==> config.mk <==
export PLATFORM = sky130hd
export DESIGN_NAME = idc_ctx_ctrl
export DESIGN_NICKNAME = d
export VERILOG_FILES = /design/src/idc_pkg.sv /design/src/idc_stream_if.sv /design/src/idc_ctx_ctrl.sv /design/src/idc_fifo.sv
export SDC_FILE = /design/constraint.sdc
export NUM_CORES = 1
export LEC_CHECK = 0
export ABC_AREA = 0
export BUFFER_PORTS_ARGS = -buffer_cell sky130_fd_sc_hd__buf_2
export CORE_UTILIZATION = 40
export CTS_BUF_LIST = sky130_fd_sc_hd__clkbuf_4 sky130_fd_sc_hd__clkbuf_8
export CTS_CLUSTER_SIZE = 40
export DETAILED_ROUTE_END_ITERATION = 16
export HOLD_SLACK_MARGIN = 0.08
export PLACE_DENSITY = 0.68
export SETUP_SLACK_MARGIN = 0.2
export SYNTH_ARGS = -nofsm -noshare
export SYNTH_HDL_FRONTEND = slang
export SYNTH_HIERARCHICAL = 1
export SYNTH_SLANG_ARGS = --single-unit
==> constraint.sdc <==
create_clock -name clk -period 4.2 [get_ports clk]
set_input_delay 0.21 -clock clk [delete_from_list [all_inputs] [get_ports clk]]
set_output_delay 0.21 -clock clk [all_outputs]
set_load 0.02 [all_outputs]
==> src/idc_pkg.sv <==
// shared constants and types for the isochronous context control block
package idc_pkg;

  // ---------------------------------------------------------------
  // context counts and widths
  // ---------------------------------------------------------------
  localparam int NUM_TX = 8;
  localparam int NUM_RX = 4;
  localparam int NUM_CTX = NUM_TX + NUM_RX;
  localparam int WORD_W = 32;
  localparam int CTX_W = 2;
  localparam int FIFO_DEPTH = 4;
  localparam int FIFO_W = WORD_W + 1 + CTX_W;
  localparam int BUF_END_POS = WORD_W;
  localparam int CTX_LSB = WORD_W + 1;

  // ---------------------------------------------------------------
  // register map
  // ---------------------------------------------------------------
  localparam logic [11:0] TX_CTL_SET_OFS = 12'h200;
  localparam logic [11:0] TX_CTL_CLR_OFS = 12'h204;
  localparam logic [11:0] TX_CMD_PTR_OFS = 12'h20C;
  localparam int TX_STRIDE = 16;
  localparam logic [11:0] RX_CTL_SET_OFS = 12'h400;
  localparam logic [11:0] RX_CTL_CLR_OFS = 12'h404;
  localparam int RX_STRIDE = 32;

  // ---------------------------------------------------------------
  // control register fields
  // ---------------------------------------------------------------
  localparam int PACK_BIT = 31;
  localparam int KEEP_BIT = 30;
  localparam int MULTI_BIT = 28;
  localparam int RUN_BIT = 15;
  localparam int WAKE_BIT = 12;
  localparam int DEAD_BIT = 11;
  localparam int ACTIVE_BIT = 10;
  localparam int EVT_W = 5;

  // ---------------------------------------------------------------
  // reset values and event encodings
  // ---------------------------------------------------------------
  localparam logic [4:0] EVT_RESET = 5'h00;
  localparam logic [4:0] EVT_ACK_COMPLETE = 5'h11;
  localparam logic [4:0] EVT_DESCRIPTOR_READ = 5'h06;
  localparam logic [4:0] EVT_DATA_READ = 5'h07;
  localparam logic [4:0] EVT_UNKNOWN = 5'h0E;
  localparam logic [31:0] PTR_RESET = 32'h00000000;
  localparam logic [15:0] STAMP_RESET = 16'h0000;

  typedef enum logic [1:0] {
    IDC_OUT_ACK = 2'b00,
    IDC_OUT_DESC = 2'b01,
    IDC_OUT_DATA = 2'b10,
    IDC_OUT_UNKNOWN = 2'b11
  } idc_outcome_e;

  typedef enum logic [1:0] {
    FMT_IDLE = 2'b00,
    FMT_BODY = 2'b01,
    FMT_TRAIL = 2'b11,
    FMT_DROP = 2'b10
  } idc_fmt_e;

endpackage

==> src/idc_stream_if.sv <==
// valid/ready word stream between the formatter and the buffer
`timescale 1ns/1ps
interface idc_stream_if #(parameter int W = 35) ();
  logic valid;
  logic ready;
  logic [W-1:0] data;
  modport src (output valid, output data, input ready);
  modport snk (input valid, input data, output ready);
endinterface

==> src/idc_ctx_ctrl.sv <==
// isochronous DMA context control, status and receive packet formatter
//
// Functional notes
// - tx context active flag at bit 10 stays one while descriptors are processed
// - control bits 9 to 8 always read as zero
// - speed field bits 7 to 5 has no meaning for transmit, reads zero
// - after last output command, the outcome is kept in event bits 4 to 0
// - read-only command pointer loads each descriptor fetched while run is set and active is clear
// - eight transmit contexts, command pointers at a 16-byte stride
// - four receive contexts, each with its own control register
// - receive control at set address, clear address four above, 32-byte stride
// - pack_buffers set packs packets back to back, clear gives one buffer each
// - keep_packet_header stores the whole 4-byte header with each packet
// - with header kept, packet ends with transfer_status then 16-bit cycle_stamp
// - with keep_packet_header clear, header is dropped, payload only stored
// - a kept header sits directly ahead of its payload, no gap
// - run is set and cleared by software only, hardware changes it on reset
// - multi_channel_receive takes mask-enabled channels, ignores own channel match
`timescale 1ns/1ps
module idc_ctx_ctrl (
  // clock and reset
  input wire logic clk,
  input wire logic nrst,
  input wire logic ce,
  // register port
  input wire logic regWr,
  input wire logic regRd,
  input wire logic [11:0] regAddr,
  input wire logic [31:0] regWrData,
  output logic [31:0] regRdData,
  output logic regRdValid,
  // descriptor engine
  input wire logic engFetch,
  input wire logic engDone,
  input wire logic engIdle,
  input wire logic engDead,
  input wire logic engIsRx,
  input wire logic [2:0] engCtx,
  input wire logic [31:0] engAddr,
  input wire logic [1:0] engOutcome,
  output logic [7:0] txRun,
  output logic [7:0] txWake,
  output logic [7:0] txActive,
  output logic [3:0] rxRun,
  output logic [3:0] rxWake,
  output logic [3:0] rxActive,
  output logic [3:0] rxMultiChannel,
  // cycle timer
  input wire logic cycleStart,
  input wire logic [15:0] cycleCount,
  // received packet stream
  input wire logic pktValid,
  output logic pktReady,
  input wire logic [31:0] pktData,
  input wire logic pktFirst,
  input wire logic pktLast,
  input wire logic [1:0] pktCtx,
  input wire logic pktChanMatch,
  input wire logic pktMaskHit,
  input wire logic [15:0] pktStatus,
  // buffer write stream
  output logic memValid,
  input wire logic memReady,
  output logic [31:0] memData,
  output logic [1:0] memCtx,
  output logic memBufEnd
);
  localparam int NC = idc_pkg::NUM_CTX;
  localparam int NT = idc_pkg::NUM_TX;
  localparam int NR = idc_pkg::NUM_RX;

  // ---------------------------------------------------------------
  // context state
  // ---------------------------------------------------------------
  logic [NC-1:0] run_q;
  logic [NC-1:0] wake_q;
  logic [NC-1:0] dead_q;
  logic [NC-1:0] active_q;
  logic [4:0] evt_q [NC];
  logic [31:0] ptr_q [NC];
  logic [NR-1:0] pack_q;
  logic [NR-1:0] keep_q;
  logic [NR-1:0] multi_q;
  wire [NC-1:0] run_d;
  wire [NC-1:0] wake_d;
  wire [NC-1:0] dead_d;
  wire [NC-1:0] active_d;
  wire [4:0] evt_d [NC];
  wire [31:0] ptr_d [NC];
  wire [NR-1:0] pack_d;
  wire [NR-1:0] keep_d;
  wire [NR-1:0] multi_d;
  wire [NC-1:0] setHit;
  wire [NC-1:0] clrHit;
  wire [NC-1:0] ctlRdHit;
  wire [31:0] rdWord [NC];
  logic [31:0] rdMux;
  logic [31:0] regRdData_q;
  logic regRdValid_q;
  logic rdCtl_q;

  function automatic logic setClr(input logic cur, input logic s, input logic c);
    return (cur | s) & ~c;
  endfunction

  // ---------------------------------------------------------------
  // engine event decode
  // ---------------------------------------------------------------
  wire [3:0] engSel = engIsRx ? 4'(engCtx[1:0]) + 4'(NT) : {1'b0, engCtx};
  wire [4:0] evtCode =
    engOutcome == idc_pkg::IDC_OUT_ACK ? idc_pkg::EVT_ACK_COMPLETE :
    engOutcome == idc_pkg::IDC_OUT_DESC ? idc_pkg::EVT_DESCRIPTOR_READ :
    engOutcome == idc_pkg::IDC_OUT_DATA ? idc_pkg::EVT_DATA_READ : idc_pkg::EVT_UNKNOWN;
  wire [NC-1:0] packAll = {pack_q, 8'h00};
  wire [NC-1:0] keepAll = {keep_q, 8'h00};
  wire [NC-1:0] multiAll = {multi_q, 8'h00};

  // ---------------------------------------------------------------
  // per-context control, status and pointer
  // ---------------------------------------------------------------
  for (genvar i = 0; i < NC; i++) begin : g_ctx
    localparam bit IS_RX = i >= NT;
    localparam int RXN = IS_RX ? i - NT : 0;
    localparam logic [11:0] SET_ADR = IS_RX ?
      12'(int'(idc_pkg::RX_CTL_SET_OFS) + RXN * idc_pkg::RX_STRIDE) :
      12'(int'(idc_pkg::TX_CTL_SET_OFS) + i * idc_pkg::TX_STRIDE);
    localparam logic [11:0] CLR_ADR = IS_RX ?
      12'(int'(idc_pkg::RX_CTL_CLR_OFS) + RXN * idc_pkg::RX_STRIDE) :
      12'(int'(idc_pkg::TX_CTL_CLR_OFS) + i * idc_pkg::TX_STRIDE);
    localparam logic [11:0] PTR_ADR =
      12'(int'(idc_pkg::TX_CMD_PTR_OFS) + i * idc_pkg::TX_STRIDE);
    wire engHit = engSel == 4'(i);
    wire fetchHit = engFetch && engHit;
    wire doneHit = engDone && engHit;
    wire idleHit = engIdle && engHit;
    wire deadHit = engDead && engHit;
    wire runFall = run_q[i] && !run_d[i];
    wire ptrRdHit = !IS_RX && regAddr == PTR_ADR;
    wire [31:0] ctlWord;

    assign setHit[i] = regWr && regAddr == SET_ADR;
    assign clrHit[i] = regWr && regAddr == CLR_ADR;
    assign ctlRdHit[i] = regAddr == SET_ADR || regAddr == CLR_ADR;
    // only software moves run; reset is the sole hardware path
    assign run_d[i] = setClr(run_q[i], setHit[i] && regWrData[idc_pkg::RUN_BIT],
      clrHit[i] && regWrData[idc_pkg::RUN_BIT]);
    // software set wins over the fetch clear
    assign wake_d[i] = (setHit[i] && regWrData[idc_pkg::WAKE_BIT]) || (wake_q[i] && !fetchHit);
    assign dead_d[i] = deadHit || (dead_q[i] && !runFall);
    assign active_d[i] = run_d[i] && !deadHit &&
      ((fetchHit && !dead_q[i]) || (active_q[i] && !idleHit));
    assign evt_d[i] = doneHit ? evtCode : evt_q[i];
    assign ptr_d[i] = (fetchHit && run_q[i] && !active_q[i]) ? engAddr : ptr_q[i];
    // reserved and speed bits are constant zero
    assign ctlWord = {packAll[i], keepAll[i], 1'b0, multiAll[i], 12'h000,
      run_q[i], 2'b00, wake_q[i], dead_q[i], active_q[i], 2'b00, 3'b000,
      evt_q[i]};
    assign rdWord[i] = ctlRdHit[i] ? ctlWord : ptrRdHit ? ptr_q[i] : 32'h00000000;
  end

  for (genvar j = 0; j < NR; j++) begin : g_rxopt
    localparam int C = NT + j;
    wire s = setHit[C];
    wire c = clrHit[C];
    assign pack_d[j] = setClr(pack_q[j], s && regWrData[idc_pkg::PACK_BIT],
      c && regWrData[idc_pkg::PACK_BIT]);
    assign keep_d[j] = setClr(keep_q[j], s && regWrData[idc_pkg::KEEP_BIT],
      c && regWrData[idc_pkg::KEEP_BIT]);
    assign multi_d[j] = setClr(multi_q[j], s && regWrData[idc_pkg::MULTI_BIT],
      c && regWrData[idc_pkg::MULTI_BIT]);
  end

  always_comb begin
    rdMux = 32'h00000000;
    for (int k = 0; k < NC; k++) begin
      rdMux = rdMux | rdWord[k];
    end
  end

  always_ff @(posedge clk or negedge nrst) begin
    if (!nrst) begin
      run_q <= '0;
      wake_q <= '0;
      dead_q <= '0;
      active_q <= '0;
      pack_q <= '0;
      keep_q <= '0;
      multi_q <= '0;
      for (int k = 0; k < NC; k++) begin
        evt_q[k] <= idc_pkg::EVT_RESET;
        ptr_q[k] <= idc_pkg::PTR_RESET;
      end
    end else if (ce) begin
      run_q <= run_d;
      wake_q <= wake_d;
      dead_q <= dead_d;
      active_q <= active_d;
      pack_q <= pack_d;
      keep_q <= keep_d;
      multi_q <= multi_d;
      for (int k = 0; k < NC; k++) begin
        evt_q[k] <= evt_d[k];
        ptr_q[k] <= ptr_d[k];
      end
    end
  end

  // ---------------------------------------------------------------
  // register read port
  // ---------------------------------------------------------------
  always_ff @(posedge clk or negedge nrst) begin
    if (!nrst) begin
      regRdData_q <= 32'h00000000;
      regRdValid_q <= 1'b0;
      rdCtl_q <= 1'b0;
    end else if (ce) begin
      regRdValid_q <= regRd;
      rdCtl_q <= regRd && |ctlRdHit;
      if (regRd) begin
        regRdData_q <= rdMux;
      end
    end
  end

  assign regRdData = regRdData_q;
  assign regRdValid = regRdValid_q;
  assign txRun = run_q[NT-1:0];
  assign txWake = wake_q[NT-1:0];
  assign txActive = active_q[NT-1:0];
  assign rxRun = run_q[NC-1:NT];
  assign rxWake = wake_q[NC-1:NT];
  assign rxActive = active_q[NC-1:NT];
  assign rxMultiChannel = multi_q;

  // ---------------------------------------------------------------
  // receive packet formatter
  // ---------------------------------------------------------------
  idc_pkg::idc_fmt_e state_q;
  idc_pkg::idc_fmt_e state_d;
  logic [1:0] curCtx_q;
  logic curKeep_q;
  logic curPack_q;
  logic [15:0] status_q;
  logic [15:0] stamp_q;
  idc_stream_if #(.W(idc_pkg::FIFO_W)) fmtIf ();
  idc_stream_if #(.W(idc_pkg::FIFO_W)) memIf ();

  wire inIdle = state_q == idc_pkg::FMT_IDLE;
  wire inBody = state_q == idc_pkg::FMT_BODY;
  wire inTrail = state_q == idc_pkg::FMT_TRAIL;
  wire inDrop = state_q == idc_pkg::FMT_DROP;
  wire [1:0] ctxNow = inIdle ? pktCtx : curCtx_q;
  wire keepNow = inIdle ? keep_q[pktCtx] : curKeep_q;
  wire packNow = inIdle ? pack_q[pktCtx] : curPack_q;
  // multi-channel follows the mask, else the own channel match
  wire acceptPkt = rxRun[pktCtx] &&
    (multi_q[pktCtx] ? pktMaskHit : pktChanMatch);
  wire hdrEmit = inIdle && pktValid && pktFirst && acceptPkt && keepNow;
  wire fmtWant = hdrEmit || (inBody && pktValid) || inTrail;
  // unpacked payload-only packet closes its buffer on the last payload word
  wire bufEnd = !packNow &&
    (inTrail || (inBody && pktLast && !keepNow));
  wire [31:0] fmtWord = inTrail ? {status_q, stamp_q} : pktData;
  wire take = pktValid && pktReady;

  assign fmtIf.valid = ce && fmtWant;
  assign fmtIf.data = {ctxNow, bufEnd, fmtWord};
  assign pktReady = ce && !inTrail && ((inBody || hdrEmit) ? fmtIf.ready : 1'b1);

  always_comb begin
    state_d = state_q;
    unique case (state_q)
      idc_pkg::FMT_IDLE: begin
        if (take && pktFirst) begin
          if (!acceptPkt) begin
            state_d = pktLast ? idc_pkg::FMT_IDLE : idc_pkg::FMT_DROP;
          end else if (pktLast) begin
            state_d = keepNow ? idc_pkg::FMT_TRAIL : idc_pkg::FMT_IDLE;
          end else begin
            state_d = idc_pkg::FMT_BODY;
          end
        end
      end
      idc_pkg::FMT_BODY: begin
        if (take && pktLast) begin
          state_d = curKeep_q ? idc_pkg::FMT_TRAIL : idc_pkg::FMT_IDLE;
        end
      end
      idc_pkg::FMT_TRAIL: begin
        if (fmtIf.ready) begin
          state_d = idc_pkg::FMT_IDLE;
        end
      end
      idc_pkg::FMT_DROP: begin
        if (take && pktLast) begin
          state_d = idc_pkg::FMT_IDLE;
        end
      end
    endcase
  end

  always_ff @(posedge clk or negedge nrst) begin
    if (!nrst) begin
      state_q <= idc_pkg::FMT_IDLE;
      curCtx_q <= 2'h0;
      curKeep_q <= 1'b0;
      curPack_q <= 1'b0;
      status_q <= 16'h0000;
      stamp_q <= idc_pkg::STAMP_RESET;
    end else if (ce) begin
      state_q <= state_d;
      if (inIdle && take && pktFirst) begin
        curCtx_q <= pktCtx;
        curKeep_q <= keep_q[pktCtx];
        curPack_q <= pack_q[pktCtx];
      end
      if (take && pktLast) begin
        status_q <= pktStatus;
      end
      if (cycleStart) begin
        stamp_q <= cycleCount;
      end
    end
  end

  idc_fifo #(.WIDTH(idc_pkg::FIFO_W), .DEPTH(idc_pkg::FIFO_DEPTH)) u_fifo (
    .clk(clk),
    .nrst(nrst),
    .ce(ce),
    .wr(fmtIf),
    .rd(memIf)
  );

  assign memValid = memIf.valid;
  assign memIf.ready = memReady;
  assign memData = memIf.data[idc_pkg::WORD_W-1:0];
  assign memBufEnd = memIf.data[idc_pkg::BUF_END_POS];
  assign memCtx = memIf.data[idc_pkg::CTX_LSB +: idc_pkg::CTX_W];
endmodule

==> src/idc_fifo.sv <==
// small synchronous FIFO with valid/ready on both sides
`timescale 1ns/1ps
module idc_fifo #(
  parameter int WIDTH = 35,
  parameter int DEPTH = 4
) (
  // clock and reset
  input wire logic clk,
  input wire logic nrst,
  input wire logic ce,
  // streams
  idc_stream_if.snk wr,
  idc_stream_if.src rd
);
  localparam int AW = $clog2(DEPTH);

  logic [WIDTH-1:0] mem_q [DEPTH];
  logic [AW-1:0] wrPtr_q;
  logic [AW-1:0] rdPtr_q;
  logic [AW:0] count_q;

  wire full = count_q == (AW+1)'(DEPTH);
  wire empty = count_q == '0;
  wire push = ce && wr.valid && !full;
  wire pop = ce && rd.ready && !empty;

  assign wr.ready = !full;
  assign rd.valid = !empty;
  assign rd.data = mem_q[rdPtr_q];

  always_ff @(posedge clk or negedge nrst) begin
    if (!nrst) begin
      wrPtr_q <= '0;
      rdPtr_q <= '0;
      count_q <= '0;
      for (int k = 0; k < DEPTH; k++) begin
        mem_q[k] <= '0;
      end
    end else begin
      if (push) begin
        mem_q[wrPtr_q] <= wr.data;
        wrPtr_q <= wrPtr_q + 1'b1;
      end
      if (pop) begin
        rdPtr_q <= rdPtr_q + 1'b1;
      end
      if (push && !pop) begin
        count_q <= count_q + 1'b1;
      end else if (pop && !push) begin
        count_q <= count_q - 1'b1;
      end
    end
  end
endmodule

==> metrics.txt, run 1 <==
layout cell share with drive strength beyond 1 41.69%; Critical Path AT 4170 ps; measured slew at the worst slew-check pin 1262 ps; Power Dens Cells 449.9 nW/um2; CTS tree built; final WL 85950 um; vias in the first global route 21020; Synth Area per Inst 13.29 um2; Synth async-reset ratio 100.0%; Root Driver clkbuf_8; GPL Wtd Cong 0.9261; Final Max Slew Viols 0; WHS 126.5 ps; DIE AREA 70340 um2; routed len/inst 24.61 um; Netlist cell types 86; RSZ-0062 raised after global routing false; sequential power share 45.9%; sequential share of the synthesized area 52.55%; Non-Filler Instances 3493; status complete, no violations; mapped cell area 27710 um2; Setup Buffers After CTS 0; Clock Latency Late Sink 710 ps; I/O Buffers 246; die span in y 265.2 um; Int Pwr 0.01096 W; Placed Instances 3191; number of flops mapped to enable cells by yosys 0; DR vias/cell 5.741; Starting Density 40.41%; nets 2655; total negative slack 0 ps; worst hold path class in2async; DR iter-0 viols 1735; DRC viols 0; clk sink count 582; syn_nets 2256; post-placement cell area 30090 um2; delay-heaviest family, CP simple AND/OR/NAND/NOR gates; CP max FO 5; switching pwr 0.004148 W; IO Count 274; Rows 96; Slew HR 15.84%; worst clock skew 46.17 ps; Antenna Violating Nets Remaining 0; CTS resizes 0; CTS max path bufs 3; die width 265.2 um; # hold bufs at CTS 126; Final HPWL DP 56860 um; Fin. Hold Viols 0; drt pass-1 iters 5; Critical Path Start Type flip-flop; Vias 20050; Num CTS Buffers 97; period utilisation layout 84.62%; Mapped Cells 2086; CP required 4810 ps; Clock Power Share 37.8%; minimum clock period after layout 3554 ps; CP Class reg2reg; Seq cells post-synth 582; critical path's slowest cell mux4_2; first-pass GRT wire length 130700 um; H-tree levels 3; total track usage 24.35%; Max Cap Violations 0; Setup crit start rxMultiChannel[3]; Critical R2R Launch rxMultiChannel[3]; initial antenna violation count 10; Worst-path clk slew 60 ps; CP Capture Type flip-flop; Core ar. 68590 um2; sum of buffers and inverters on the critical path 1; switching part of the total 27.46%; GRT overflow 0; critical path, cell by cell mux4_2 > mux2i_4 > nor3b_1 > nand4_1 > a21oi_1 > nand2_2 > nor2_1 > ha_1 > inv_1 > fa_1 > xor2_1 > nor2_1 > xor2_1; Max Fclk 281.4 MHz; Max IR drop VDD 355.4 uV; Layout area overhead 21.14%; pin count of the biggest net entering global routing 130; Final Core Density 48.95%; Synth Warn # 6; commonest register cell after synthesis dfrtp_1; Final setup viols 0; Logic pwr share 16.3%; leakage 15.27 nW; fin area 33570 um2; crit-path max cell delay 530 ps
metrics by stage:
step	total power [W]	worst slack (ps)
2_1_floorplan	0.008492	939.6
3_5_place_dp	0.009377	692.8
6_report	0.01510	646.1
5_1_grt	0.01573	381.4
3_3_place_gp	0.009232	653.6
4_1_cts	0.01520	662.7
worst reg2reg max path, delay by kind of cell, from the launching register on:
kind	cells	cell delay [ps]
buffers and inverters	1	80
and+or+nand+nor	5	1070
xor gates and xnor gates	2	330
AOI/OAI and AO/OA	1	200
DFF	1	410
adders and majority gates	2	650
muxes	2	770
power groups by stage:
stage / Sequential (W) / Combinational (W) / Clock (W)
2_1_floorplan: 0.00680 / 0.00169 / 0
3_3_place_gp: 0.00695 / 0.00228 / 0
3_5_place_dp: 0.00701 / 0.00236 / 0
4_1_cts: 0.00692 / 0.00248 / 0.00581
5_1_grt: 0.00702 / 0.00265 / 0.00606
6_report: 0.00693 / 0.00247 / 0.00571
worst paths after layout:
check / end / slack, ps / depth (start not counted)
worst min register to register: regRdValid / 480 / 1
max in group asynchronous: regRdData[16] / 2910 / 3
worst max register to register: u_fifo/count_q[2] / 650 / 13
worst max-delay path: u_fifo/count_q[2] / 650 / 13
min in group clk: curKeep_q / 170 / 4
worst min-delay path: u_fifo/mem_q[130] / 130 / 2
kinds of logic (layout without fill, tap and decap cells):
group | count (synthesis) | in the layout | synth area share, %
and+or+nand+nor | 352 | 352 | 7.061
xor gates and xnor gates | 6 | 6 | 0.1896
other | 0 | 5 | 0
AOI/OAI and AO/OA | 396 | 396 | 9.756
muxes | 589 | 589 | 27.26
buffers and inverters | 155 | 626 | 2.885
DFF | 582 | 582 | 52.55
adders and majority gates | 6 | 6 | 0.2980
flip-flops by register name (all words and copies together), names as in the netlist, 3 cells and up:
register / count
run_q: 12
evt_q: 48
u_fifo/mem_q: 140
keep_q: 4
u_fifo/count_q: 3
dead_q: 12
wake_q: 12
pack_q: 4
stamp_q: 16
rxMultiChannel: 4
regRdData: 32
active_q: 12
ptr_q: 256
status_q: 16
per-layer routing:
metal | part of all wire [%] | global-route usage, %
met4 | 2.8 | 8.077
met1 | 41 | 31.46
met3 | 8.1 | 6.156
met2 | 48 | 39.90
met5 | 0.11 | 0
cell usage after synthesis (37+ instances only):
cell | instances | area (um2)
dfrtp_1 | 582 | 14560
mux2_2 | 381 | 4290
mux2_4 | 129 | 1937
o21ai_0 | 120 | 600.6
nand2_1 | 105 | 394.1
nor2_1 | 66 | 247.7
buf_2 | 63 | 315.3
a22oi_1 | 58 | 435.4
clkbuf_1 | 47 | 176.4
a21oi_1 | 43 | 215.2
nand3_1 | 41 | 205.2
mux4_2 | 38 | 855.8
mux2i_1 | 37 | 370.4
cell type report:
cell class                 instances  area [um2]
antenna                            5       12.51
clock buffer                     142        1817
clock inverter                    29       396.6
fill                            5922       35010
inverter                          19       71.32
multi-input combinational       1349       12480
sequential                       582       14570
tap                              931        1165
timing repair buffer             436        3060
cells in the final DEF (no fill, tap or decap), types with 12 or more instances in the layout:
cell type | netlist | layout
o31ai_1 | 18 | 18
clkinv_2 | 0 | 15
or3_1 | 12 | 12
mux2i_1 | 37 | 37
inv_1 | 19 | 19
dfrtp_1 | 582 | 581
mux4_2 | 38 | 38
nand4_1 | 13 | 13
clkbuf_4 | 0 | 22
mux2_2 | 381 | 381
buf_2 | 63 | 244
o21ai_0 | 120 | 120
a221oi_1 | 16 | 16
buf_4 | 4 | 59
a22oi_1 | 58 | 58
a21oi_1 | 43 | 43
mux2_4 | 129 | 129
a21o_1 | 13 | 13
a31oi_1 | 26 | 26
nor3_1 | 23 | 22
nor4_1 | 13 | 13
nand2_1 | 105 | 105
nor2_1 | 66 | 65
dlygate4sd3_1 | 0 | 126
a22o_1 | 15 | 15
clkbuf_8 | 0 | 120
nand3_1 | 41 | 41
No activity file was read; power rests on OpenSTA's default activity.
==> run 2, diff against run 1 <==
- clock period: 4.2 -> 3.7 ns (I/O delays scaled with it)
==> metrics.txt, run 2 (synthesis results as in run 1) <==
worst clock skew 47.06 ps; CP Capture Type flip-flop; Worst-path clk slew 60 ps; routed len/inst 24.69 um; largest reg by FF count ptr_q; IO Count 274; measured slew at the worst slew-check pin 1127 ps; leakage 15.40 nW; DR iter-0 viols 1832; WHS 71.16 ps; CTS tree built; drt pass-1 iters 5; Vias 20160; total track usage 24.79%; Root Driver clkbuf_8; worst-case reg-to-reg path depth 13; worst hold path class in2async; post-route setup slack 350.4 ps; Setup crit start rxMultiChannel[2]; Final setup viols 0; most frequent cells in the layout dfrtp_1 (581), mux2_2 (381), buf_2 (244); status complete, no violations; R2R Setup Slk 350 ps; critical path, cell by cell mux4_2 > mux2i_4 > nor3b_1 > nand4_1 > a21oi_1 > nand2_2 > nor2_2 > ha_1 > inv_1 > fa_1 > xor2_1 > nor2_1 > xor2_1; CP most frequent cell xor2_1; CP max FO 5; crit-path max cell delay 520 ps; Rows 96; Starting Density 40.41%; nets 2681; Max IR drop VDD 282.3 uV; RSZ-0062 raised after global routing false; period utilisation layout 90.53%; CP required 4340 ps; die width 265.2 um; die span in y 265.2 um; clk sink count 582; critical path's slowest cell mux4_2; I/O Buffers 246; CP Class reg2reg; Max Cap Violations 0; Final HPWL DP 57580 um; DIE AREA 70340 um2; Critical R2R Launch rxMultiChannel[2]; Fin. Hold Viols 0; Layout area overhead 22.03%; Num CTS Buffers 99; fillers 5946; Critical Path AT 3990 ps; RR Endpoint u_fifo/count_q[2]; vias in the first global route 21310; CTS max path bufs 3; Antenna Violating Nets Remaining 0; Place WS 308.0 ps; Final Max Slew Viols 0; Core ar. 68590 um2; DR vias/cell 5.724; layout cell share with drive strength beyond 1 42.02%; DRC viols 0; Power Dens Cells 506.5 nW/um2; Slew HR 24.56%; total negative slack 0 ps; pin count of the biggest net entering global routing 86; GPL Wtd Cong 0.9316; Critical Path Start Type flip-flop; Final Core Density 49.31%; H-tree levels 3; Max Fclk 298.5 MHz; Clock Latency Late Sink 730 ps; first-pass GRT wire length 133300 um; Final Power 0.01713 W; GRT overflow 0; initial antenna violation count 9; final WL 86940 um; Regs by FF count ptr_q x256, u_fifo/mem_q x140, evt_q x48; most common cell after layout, fill and taps aside dfrtp_1; max FFs per register 256; minimum clock period after layout 3350 ps
## run 2: cell types whose count changed in the layout (fill, tap and decap cells not counted), moves of 3 or more
| cell | delta |
|---|---|
| clkbuf_8 | +9 |
| buf_12 | +3 |
| buf_4 | +12 |
| dlygate4sd3_1 | +9 |
| bufinv_16 | -5 |
| clkinv_2 | -7 |
| clkinvlp_4 | +3 |
| clkbuf_4 | +6 |
## run 2: metrics by stage
step,cells,area (um2)
after floorplan,2086,27710
after global placement,3206,30230
after detailed placement,3206,30230
after CTS,3518,33810
after global routing,3521,33820
final,3522,33820
## run 2: area by class of cell
cell class | instances | area [um2] | share of cell area (%)
sequential | 582 | 14570 | 43.07
multi-input combinational | 1349 | 12480 | 36.92
timing repair buffer | 460 | 3301 | 9.760
clock buffer | 157 | 1986 | 5.871
tap | 931 | 1165 | 3.444
clock inverter | 20 | 236.5 | 0.6992
inverter | 19 | 71.32 | 0.2109
antenna | 4 | 10.01 | 0.02960
## run 2: how the worst max path moves through the flow
stage,endpoint,cells past startpoint
detailed placement,u_fifo/count_q[2],14
finish,u_fifo/count_q[2],13
global route,u_fifo/count_q[2],13
CTS,u_fifo/count_q[2],13
global placement,u_fifo/count_q[2],14
floorplan,u_fifo/count_q[2],13
## run 2: layer usage
layer	vias to the layer above	wire [um]	global-route usage, %
met5	-	83	0
met4	12	2870	8.546
met3	207	6833	6.434
met2	870	40880	40.31
met1	10380	36270	32.07
li1	8694	-	-
## run 2: report_power, final
group / switching [W] / leakage, nW / internal, W
registers: 0.000623 / 7.73 / 0.00722
logic: 0.00140 / 6.51 / 0.00146
clock network: 0.00273 / 1.16 / 0.00369
## run 2: worst max-delay path, delay by kind of cell (launching register included)
family,cells,cell delay (ps)
simple gates,5,930
mux,2,760
fa+ha+maj,2,600
flops,1,410
xor+xnor,2,320
compound gates,1,210
buf+inv,1,60
## run 2: repair_timing
action | 4_1_cts | 5_1_grt
resized for setup | 0 | 1
setup buffers | 0 | 0
endpoints found under the setup margin | 0 | 2
hold endpoints to repair | 767 | 0
hold buffers | 135 | 0
==> run 3, diff against run 2 <==
- GPL_TIMING_DRIVEN: unset -> 0
==> metrics.txt, run 3 (synthesis results as in run 1) <==
status complete, no violations; GRT overflow 0; worst clock skew 40.00 ps; GPL Wtd Cong 0.9827; Max Cap Violations 0; worst hold path class in2reg; layout cell share with drive strength beyond 1 41.20%; nets 2744; DR iter-0 viols 2175; Regs by FF count ptr_q x256, u_fifo/mem_q x140, evt_q x48; Final Power 0.01702 W; delay-heaviest family, CP simple AND/OR/NAND/NOR gates; Final Max Slew Viols 0; Critical Path Start Type flip-flop; CTS max path bufs 3; Worst-path clk slew 60 ps; leakage 15.45 nW; post-placement cell area 30230 um2; Power Dens Cells 503.0 nW/um2; Final setup viols 0; IO Count 274; final WL 95620 um; area of the multi-input gates 12380 um2; Max Fclk 290.5 MHz; Critical Path AT 4070 ps; R2R Setup Slk 260 ps; clk sink count 582; total track usage 27.19%; DIE AREA 70340 um2; first-pass GRT wire length 142300 um; Fin. Hold Viols 0; die width 265.2 um; Vias 20840; Num CTS Buffers 100; Antenna Violating Nets Remaining 0; CP Capture Type flip-flop; pin count of the biggest net entering global routing 134; die span in y 265.2 um; Clock Latency Late Sink 720 ps; DR vias/cell 5.811; Starting Density 40.41%; Slew HR 8.875%; RSZ-0062 raised after global routing true; most frequent cells in the layout dfrtp_1 (582), mux2_2 (381), buf_2 (300); critical path's slowest cell mux4_2; crit-path max cell delay 560 ps; Root Driver clkbuf_8; minimum clock period after layout 3442 ps; drt pass-1 iters 6; fillers 5966; I/O Buffers 238; H-tree levels 3; CP most frequent cell xor2_1; initial antenna violation count 8; Layout area overhead 22.11%; DRC viols 0; CP Class reg2reg; fin area 33840 um2; CTS tree built; Final HPWL DP 66180 um; register area 14560 um2; critical path, cell by cell mux4_2 > mux2i_4 > nor3b_2 > nand4_1 > a21oi_1 > nand2_2 > nor2_4 > ha_1 > inv_1 > fa_1 > xor2_1 > nor2_1 > xor2_1; sum of buffers and inverters on the critical path 1; period utilisation layout 93.02%; largest reg by FF count ptr_q; Core ar. 68590 um2; Max IR drop VDD 352.2 uV; Rows 96; CP required 4330 ps; measured slew at the worst slew-check pin 1362 ps; most common cell after layout, fill and taps aside dfrtp_1; vias in the first global route 21780; max FFs per register 256; routed len/inst 26.66 um; CP max FO 5
[run 3: cell count changes in the layout (fill, tap and decap cells not counted), moves of 7 or more]
cell	previous run	this run
buf_4	71	8
buf_2	244	300
clkbuf_1	0	47
buf_6	0	14
clkbuf_4	28	38
buf_12	9	2
[run 3: layer usage]
metal	track usage (%)	wire, um	vias up
met4	12.23	4186	12
met1	34.45	38100	10710
li1	-	-	8852
met5	0	72	-
met2	43.43	44570	1024
met3	7.434	8686	242
[run 3: layout make-up]
type | count | share of cell area (%)
buffer | 136 | 2.152
inverter | 19 | 0.2107
clock inverter | 15 | 0.2810
sequential | 582 | 43.04
timing repair buffer | 386 | 8.238
tap | 931 | 3.442
clock buffer | 166 | 6.049
antenna | 2 | 0.01479
multi-input combinational | 1349 | 36.58
[run 3: worst paths after layout]
check | start | end | cells past startpoint
worst max-delay path | rxMultiChannel[3] | u_fifo/count_q[2] | 13
worst min-delay path | engDone | evt_q[4] | 4
worst max register to register | rxMultiChannel[3] | u_fifo/count_q[2] | 13
worst min register to register | evt_q[20] | evt_q[20] | 2
max in group asynchronous | nrst | evt_q[45] | 6
min in group asynchronous | nrst | u_fifo/mem_q[130] | 4
[run 3: tightest hold or removal path, stage by stage]
cell and delay (ps):
buf_2 110, and2_1 170, nand4_1 250, o21ai_0 120
[run 3: report_power, final]
part,internal [W],switching (W)
Clock,0.00348,0.00271
Combinational,0.00148,0.00155
Sequential,0.00722,0.000575
[run 3: per-stage QoR]
step / setup WS [ps] / cells / hold slack, ps / utilization [%] / setup TNS, ps
after global placement: -8957 / 3255 / 390.1 / 43.84 / -5159100
after floorplan: 439.6 / 2086 / -110.6 / - / 0
final: 258.1 / 3586 / 159.8 / 49.34 / 0
after detailed placement: -208.3 / 3260 / 138.3 / 44.08 / -9396
after global routing: 129.2 / 3584 / 135.2 / 49.33 / 0
after CTS: 215.5 / 3579 / 89.86 / 49.25 / 0
[run 3: repair_timing]
| item | in CTS | in global routing |
|---|---|---|
| hold endpoints to repair | 640 | 0 |
| hold buffers | 138 | 0 |
| setup endpoints to repair | 12 | 23 |
| pin swaps | 0 | 3 |
| setup buffers | 0 | 5 |
| gates resized for setup | 2 | 1 |
